## src/design/sram_host_map.svh

```systemverilog
// Timing and pin-level constants for the static memory host controller
`ifndef SRAM_HOST_MAP_SVH
`define SRAM_HOST_MAP_SVH

`define CLK_PERIOD_NS     100
`define ADDR_BITS         13
`define DATA_BITS         8
`define SYNC_STAGES       2
`define T_ACCESS_NS       100
`define T_WRITE_NS        60
`define T_RECOVER_NS      100
`define ACCESS_CYC        ((`T_ACCESS_NS + `CLK_PERIOD_NS - 1) / `CLK_PERIOD_NS)
`define WRITE_CYC         ((`T_WRITE_NS + `CLK_PERIOD_NS - 1) / `CLK_PERIOD_NS)
`define RECOVER_CYC       ((`T_RECOVER_NS + `CLK_PERIOD_NS - 1) / `CLK_PERIOD_NS)
`define RD_WAIT_CYC       (`ACCESS_CYC + 1 + `SYNC_STAGES)
`define CNT_BITS          4
`define CNT_ZERO          4'h0
`define CNT_ONE           4'h1
`define CS_LOW_IDLE       1'b1
`define CS_HIGH_IDLE      1'b0
`define STROBE_IDLE       1'b1

`endif

```

## src/design/sram_host_pkg.sv

```systemverilog
// Types shared by the static memory host controller
package sram_host_pkg;
    typedef enum logic [2:0] {
        ST_IDLE     = 3'b000,
        ST_RD_WAIT  = 3'b001,
        ST_WR_SETUP = 3'b010,
        ST_WR_PULSE = 3'b011,
        ST_WR_HOLD  = 3'b100,
        ST_TURN     = 3'b101,
        ST_RETAIN   = 3'b110,
        ST_RECOVER  = 3'b111
    } host_state_e;
endpackage

```

## src/design/pin_sync.sv

```systemverilog
// Two-stage synchroniser for asynchronous pin inputs
`timescale 1ns/1ps
module pin_sync #(
    parameter int WIDTH = 8
) (
    input  wire logic             core_clk,
    input  wire logic             rstn,
    input  wire logic [WIDTH-1:0] async_in,
    output logic      [WIDTH-1:0] sync_out
);
    logic [WIDTH-1:0] stage1_r;

    always_ff @(posedge core_clk)
    begin
        if (!rstn)
        begin
            stage1_r <= '0;
            sync_out <= '0;
        end
        else
        begin
            stage1_r <= async_in;
            sync_out <= stage1_r;
        end
    end
endmodule

```

## src/design/sram_host_ctrl.sv

```systemverilog
// Host controller driving an asynchronous 8k x 8 static memory
`timescale 1ns/1ps
`include "sram_host_map.svh"

// Functional notes
// - Output gate does not affect writes; host keeps it high then.
// - Write window is the overlap of all three; data stable at its end.
// - Host never drives data pins while memory is in read output mode.
// - Host deselects the memory before low-supply retention begins.
module sram_host_ctrl #(
    parameter int ADDR_W = `ADDR_BITS,
    parameter int DATA_W = `DATA_BITS
) (
    input  wire logic              core_clk,
    input  wire logic              rstn,
    input  wire logic              req_valid,
    input  wire logic              req_write,
    input  wire logic [ADDR_W-1:0] req_addr,
    input  wire logic [DATA_W-1:0] req_wdata,
    output logic                   req_ready,
    output logic                   rsp_valid,
    output logic      [DATA_W-1:0] rsp_rdata,
    input  wire logic              retention_req,
    output logic                   retention_ack,
    output logic      [ADDR_W-1:0] word_addr,
    output logic                   chip_select_active_low,
    output logic                   chip_select_active_high,
    output logic                   write_strobe_n,
    output logic                   output_gate_n,
    input  wire logic [DATA_W-1:0] data_pins_i,
    output logic      [DATA_W-1:0] data_pins_o,
    output logic                   data_pins_oe
);
    import sram_host_pkg::*;

    localparam logic [`CNT_BITS-1:0] RD_WAIT_LAST = `CNT_BITS'(`RD_WAIT_CYC - 1);
    localparam logic [`CNT_BITS-1:0] WRITE_LAST   = `CNT_BITS'(`WRITE_CYC - 1);
    localparam logic [`CNT_BITS-1:0] RECOVER_LAST = `CNT_BITS'(`RECOVER_CYC - 1);
    localparam int WRITE_LEN = `WRITE_CYC;
    localparam int READ_LAT  = `RD_WAIT_CYC + 1;

    host_state_e          state_r;
    logic [`CNT_BITS-1:0] cnt_r;
    logic [DATA_W-1:0]    data_sync;
    logic                 go_rd;
    logic                 go_wr;
    logic                 cnt_done;

    pin_sync #(
        .WIDTH (DATA_W)
    ) u_data_sync (
        .core_clk (core_clk),
        .rstn     (rstn),
        .async_in (data_pins_i),
        .sync_out (data_sync)
    );

    // Retention request takes priority over new accesses
    // Held low in reset so a request offered then is not lost
    assign req_ready     = (state_r == ST_IDLE) && !retention_req && rstn;
    assign go_rd         = req_ready && req_valid && !req_write;
    assign go_wr         = req_ready && req_valid && req_write;
    assign cnt_done      = (cnt_r == `CNT_ZERO);
    assign retention_ack = (state_r == ST_RETAIN);

    always_ff @(posedge core_clk)
    begin
        if (!rstn)
        begin
            state_r <= ST_IDLE;
            cnt_r   <= `CNT_ZERO;
        end
        else
        begin
            case (state_r)
                ST_IDLE:
                begin
                    if (retention_req)
                        state_r <= ST_RETAIN;
                    else if (go_rd)
                    begin
                        state_r <= ST_RD_WAIT;
                        cnt_r   <= RD_WAIT_LAST;
                    end
                    else if (go_wr)
                        state_r <= ST_WR_SETUP;
                end
                ST_RD_WAIT:
                begin
                    if (cnt_done)
                        state_r <= ST_TURN;
                    else
                        cnt_r <= cnt_r - `CNT_ONE;
                end
                ST_WR_SETUP:
                begin
                    state_r <= ST_WR_PULSE;
                    cnt_r   <= WRITE_LAST;
                end
                ST_WR_PULSE:
                begin
                    if (cnt_done)
                        state_r <= ST_WR_HOLD;
                    else
                        cnt_r <= cnt_r - `CNT_ONE;
                end
                ST_WR_HOLD:
                    state_r <= ST_IDLE;
                ST_TURN:
                    state_r <= ST_IDLE;
                ST_RETAIN:
                begin
                    if (!retention_req)
                    begin
                        state_r <= ST_RECOVER;
                        cnt_r   <= RECOVER_LAST;
                    end
                end
                ST_RECOVER:
                begin
                    if (cnt_done)
                        state_r <= ST_IDLE;
                    else
                        cnt_r <= cnt_r - `CNT_ONE;
                end
                default:
                    state_r <= ST_IDLE;
            endcase
        end
    end

    // Pin drive; every strobe comes from a flop so no glitches reach the memory
    always_ff @(posedge core_clk)
    begin
        if (!rstn)
        begin
            word_addr               <= '0;
            chip_select_active_low  <= `CS_LOW_IDLE;
            chip_select_active_high <= `CS_HIGH_IDLE;
            write_strobe_n          <= `STROBE_IDLE;
            output_gate_n           <= `STROBE_IDLE;
            data_pins_o             <= '0;
            data_pins_oe            <= 1'b0;
        end
        else
        begin
            case (state_r)
                ST_IDLE:
                begin
                    if (go_rd)
                    begin
                        word_addr               <= req_addr;
                        chip_select_active_low  <= ~`CS_LOW_IDLE;
                        chip_select_active_high <= ~`CS_HIGH_IDLE;
                        output_gate_n           <= ~`STROBE_IDLE;
                    end
                    else if (go_wr)
                    begin
                        // Gate stays high so the memory never drives against us
                        word_addr               <= req_addr;
                        chip_select_active_low  <= ~`CS_LOW_IDLE;
                        chip_select_active_high <= ~`CS_HIGH_IDLE;
                        data_pins_o             <= req_wdata;
                        data_pins_oe            <= 1'b1;
                    end
                end
                ST_WR_SETUP:
                    write_strobe_n <= ~`STROBE_IDLE;
                ST_WR_PULSE:
                begin
                    if (cnt_done)
                        write_strobe_n <= `STROBE_IDLE;
                end
                ST_WR_HOLD:
                begin
                    // Data and select held one cycle past the strobe edge
                    chip_select_active_low  <= `CS_LOW_IDLE;
                    chip_select_active_high <= `CS_HIGH_IDLE;
                    data_pins_oe            <= 1'b0;
                end
                ST_RD_WAIT:
                begin
                    if (cnt_done)
                    begin
                        chip_select_active_low  <= `CS_LOW_IDLE;
                        chip_select_active_high <= `CS_HIGH_IDLE;
                        output_gate_n           <= `STROBE_IDLE;
                    end
                end
                default:
                begin
                    chip_select_active_low  <= `CS_LOW_IDLE;
                    chip_select_active_high <= `CS_HIGH_IDLE;
                end
            endcase
        end
    end

    always_ff @(posedge core_clk)
    begin
        if (!rstn)
        begin
            rsp_valid <= 1'b0;
            rsp_rdata <= '0;
        end
        else
        begin
            rsp_valid <= (state_r == ST_RD_WAIT) && cnt_done;
            if ((state_r == ST_RD_WAIT) && cnt_done)
                rsp_rdata <= data_sync;
        end
    end

    property p_no_contention;
        @(posedge core_clk) disable iff (!rstn)
        !(data_pins_oe && !output_gate_n);
    endproperty
    a_no_contention: assert property (p_no_contention)
        else $error("host drives data while memory output gate is low");

    property p_turnaround;
        @(posedge core_clk) disable iff (!rstn)
        $rose(output_gate_n) |=> !data_pins_oe;
    endproperty
    a_turnaround: assert property (p_turnaround)
        else $error("host drove data right after read output ended");

    property p_gate_high_in_write;
        @(posedge core_clk) disable iff (!rstn)
        !write_strobe_n |-> output_gate_n;
    endproperty
    a_gate_high_in_write: assert property (p_gate_high_in_write)
        else $error("output gate low during write strobe");

    property p_window_driven;
        @(posedge core_clk) disable iff (!rstn)
        !write_strobe_n |-> data_pins_oe && !chip_select_active_low
            && chip_select_active_high;
    endproperty
    a_window_driven: assert property (p_window_driven)
        else $error("write strobe low without select or data drive");

    property p_data_hold;
        @(posedge core_clk) disable iff (!rstn)
        $rose(write_strobe_n) |-> data_pins_oe && $stable(data_pins_o)
            && !chip_select_active_low;
    endproperty
    a_data_hold: assert property (p_data_hold)
        else $error("write data or select not held at end of write window");

    property p_strobe_width;
        @(posedge core_clk) disable iff (!rstn)
        $fell(write_strobe_n) |-> ##WRITE_LEN $rose(write_strobe_n);
    endproperty
    a_strobe_width: assert property (p_strobe_width)
        else $error("write strobe width wrong");

    property p_retention_deselect;
        @(posedge core_clk) disable iff (!rstn)
        retention_ack |-> chip_select_active_low && !chip_select_active_high
            && write_strobe_n && !data_pins_oe;
    endproperty
    a_retention_deselect: assert property (p_retention_deselect)
        else $error("memory selected during retention");

    property p_read_latency;
        @(posedge core_clk) disable iff (!rstn)
        go_rd |-> ##READ_LAT (rsp_valid && output_gate_n);
    endproperty
    a_read_latency: assert property (p_read_latency)
        else $error("read response not at expected cycle");

    property p_rsp_pulse;
        @(posedge core_clk) disable iff (!rstn)
        rsp_valid |=> !rsp_valid;
    endproperty
    a_rsp_pulse: assert property (p_rsp_pulse)
        else $error("read response longer than one cycle");
endmodule

```

## config.mk

```make
export PLATFORM = sky130hd
export DESIGN_NAME = sram_host_ctrl
export DESIGN_NICKNAME = d
export VERILOG_FILES = /design/src/design/sram_host_pkg.sv /design/src/design/pin_sync.sv /design/src/design/sram_host_ctrl.sv
export VERILOG_INCLUDE_DIRS = /design/src /design/src/design
export SDC_FILE = /design/constraint.sdc
export NUM_CORES = 1
export LEC_CHECK = 0
export BUFFER_PORTS_ARGS = -buffer_cell sky130_fd_sc_hd__buf_2
export CORE_ASPECT_RATIO = 1.5
export CORE_MARGIN = 2
export CORE_UTILIZATION = 56
export CTS_BUF_LIST = sky130_fd_sc_hd__clkbuf_4
export CTS_CLUSTER_DIAMETER = 40
export CTS_CLUSTER_SIZE = 12
export DETAILED_ROUTE_END_ITERATION = 7
export PLACE_DENSITY = 0.95
export RECOVER_POWER = 50
export SYNTH_ARGS = -nofsm -noshare
export SYNTH_HDL_FRONTEND = slang
export SYNTH_SLANG_ARGS = --single-unit
```

## constraint.sdc

```tcl
create_clock -name core_clk -period 3.4 [get_ports core_clk]
set_clock_uncertainty 0.05 [all_clocks]
set_input_delay 0.17 -clock core_clk [delete_from_list [all_inputs] [get_ports core_clk]]
set_output_delay 0.17 -clock core_clk [all_outputs]
set_load 0.01 [all_outputs]
```

==> metrics.yaml <==
yosys:
  yosys_warnings: 0
  synth.most_common_cell: "dfxtp_1"
  ys_ff_latch: 58
  synthesis.area_um2: 2200
  synth_flop_cell: "dfxtp_1"
  ys_seq_area_share_pct: 52.8
  synth_edf_count: 0
  syn_inst: 246
  synthTopCellsByArea: "dfxtp_1, nand2_1, nand3_1, and2_1, mux2i_1"
  synth_top_area_share_pct: 52.8
  synth_commonest_cells: "dfxtp_1, nand2_1, nand3_1, and2_1, nor2_1"
  syn_avg_cell_area_um2: 8.93
  async_flop_share_pct: 0
  synth_nets: 281
  synth.largest_area_cell: "dfxtp_1"
  synth_cell_types: 40
setup_path:
  crit_type: "reg -> reg"
  r2r-start: "cnt_r[0]"
  arrival_ns: 2.29
  cp-start-kind: "flop"
  cp_max_fo: 9
  startpoint: "cnt_r[0]"
  critPathRequiredTime_ns: 3.63
  cp-end-kind: "flop"
route:
  ant_nets: 0
  drt_wl_total_um: 7350
  drt_iter0_markers: 168
  wire_per_inst_um: 19.0
  via_count: 2296
  first_pass_iters: 6
  vias_per_cell: 5.93
  post-route-drc-count: 0
clock_network:
  cts_setup_buffers: 0
  cts_buffer_depth: 2
  cts_resized: 0
  htreeDepth: 3
  clock_sinks: 58
  hold_buffers: 29
  insertion_delay_ns: 0.42
  cts_tree: "yes"
  clock_tree.root_cell: "clkbuf_4"
  clk_pin_slew_worst_paths_ns: 0.11
  numCtsBuffers: 9
job:
  maxCapViolations: 0
cells_and_area:
  seq_area_um2: 1160
  drive_gt1_share_pct: 17.2
  multiInputGateArea_um2: 913
  nets: 374
  area_delta_synth_final_pct: 31.3
  nFillCells: 220
  num_antenna_cells: 0
  final_cells: 387
global_routing:
  grt_overflow: 0
  antenna_found_initial: 0
  grt_use_total_pct: 37.0
  grt_pass1_vias: 2307
  grt_pass1_wl_um: 11400
  grt_max_degree: 50
timing:
  fin_crit_ns: 2.07
  hold_violations: 0
  setup_viol: 0
  rsz0062_at_grt: "false"
  max_freq_ghz: 0.484
  layout_setup_ws_ns: 1.33
  tightest_slew_ns: 0.748
  relSlewSlack_pct: 50.1
  fin_tns_setup_ns: 0
  finalMaxSlewViolations: 0
  period_share_pct: 60.8
worst_hold_path:
  hp-class: "in -> reg"
  hp-start: "retention_req"
power_and_ir_drop:
  swShare_pct: 36.6
  netSwitchingPower_w: 0.000677
  total_power_w: 0.00185
  p_per_area_nw_per_um2: 641
  power.clock.fraction_pct: 27.4
  p_leak_nw: 1.26
  combPwrFrac_pct: 26.4
  ir_drop_uv: 527
  seqPwrFrac_pct: 46.2
  intPower_w: 0.00117
floorplanning:
  num_rows: 27
  core_area_um2: 3720
  initial_core_util_pct: 59.1
  dieArea_um2: 4450
  fp.dieW_um: 55.1
  ios: 71
  die_y_um: 80.7
placement:
  io_buffers: 70
  post-dp-hpwl_um: 3350
  place_congestion: 0.814
  pre_cts_ws_ns: 1.40
  dp_cells: 342
status:
  status: "finished clean"
[layer usage]
layer,track usage [%],up-vias,routed length (um)
met5,0,-,0
met4,22.0,0,375
met3,8.92,45,651
met2,59.9,179,3690
met1,42.8,1056,2630
li1,-,1016,-
[area by class of cell]
cell class | instances | share of cell area (%)
sequential | 58 | 40.2
multi-input combinational | 165 | 31.7
inverter | 6 | 0.781
tap | 43 | 1.86
clock inverter | 6 | 1.99
timing repair buffer | 99 | 20.9
clock buffer | 10 | 2.60
[power by group through the flow]
stage          logic [W]  clock network (W)  registers, W
2_1_floorplan   0.000345                  0      0.000827
4_1_cts         0.000454           0.000475      0.000842
5_1_grt         0.000518           0.000529      0.000863
3_3_place_gp    0.000403                  0      0.000851
6_report        0.000489           0.000506      0.000855
3_5_place_dp    0.000421                  0      0.000855
[registers in the layout (all words and copies together), names as in the netlist]
signal                   flops
word_addr                   13
data_pins_o                  8
rsp_rdata                    8
u_data_sync.stage1_r         8
u_data_sync.sync_out         8
cnt_r                        4
state_r                      3
chip_select_active_high      1
chip_select_active_low       1
data_pins_oe                 1
output_gate_n                1
rsp_valid                    1
write_strobe_n               1
[metrics by stage]
| stage | hold slack, ns | util (%) | cell area, um^2 |
|---|---|---|---|
| final | 0.217 | 77.6 | 2890 |
| after global routing | 0.207 | 77.6 | 2890 |
| after CTS | 0.161 | 78.7 | 2920 |
| after detailed placement | 0.313 | 67.3 | 2500 |
| after global placement | 0.302 | 67.3 | 2500 |
| after floorplan | 0.219 | - | 2200 |
[worst paths after layout]
check | endpoint | slack (ns) | depth (start not counted)
worst min-delay path | state_r[2] | 0.22 | 4
worst max register to register | rsp_rdata[4] | 1.33 | 6
worst min register to register | u_data_sync.sync_out[1] | 0.40 | 1
worst max-delay path | rsp_rdata[4] | 1.33 | 6
[cell families (layout without fill, tap and decap cells)]
family          after synthesis  in the layout  share of synthesized area, %
mux                           8              8                          3.64
fa+ha+maj                     1              1                         0.569
simple gates                118            118                          27.0
buf+inv                      23            121                          5.58
flops                        58             58                          52.8
compound gates               38             38                          10.4
[critical path, stage by stage, from the launching register on]
cell     delay (ns)
dfxtp_1        0.36
inv_1          0.09
ha_1           0.22
nor3b_2        0.33
nand3_1        0.47
mux2i_1        0.32
nor2_1         0.09
[layout by cell type, fill, tap and decap left out, types with 2 or more instances in the layout]
cell type / netlist / final
a21oi_1: 8 / 8
a22oi_1: 2 / 2
a31oi_1: 3 / 3
and2_0: 0 / 12
and2_1: 17 / 5
and3_1: 3 / 3
buf_2: 5 / 39
clkbuf_1: 7 / 31
clkbuf_4: 0 / 10
clkinv_1: 0 / 2
clkinvlp_4: 0 / 2
dfxtp_1: 58 / 58
dlygate4sd3_1: 0 / 29
inv_1: 5 / 5
mux2i_1: 8 / 8
nand2_1: 44 / 44
nand3_1: 22 / 22
nand3b_1: 2 / 2
nor2_1: 14 / 14
nor2b_1: 3 / 3
nor3_1: 2 / 2
o21ai_0: 12 / 12
o21ai_1: 5 / 5
o22ai_1: 2 / 2
Power figures use the tool's default switching activity.
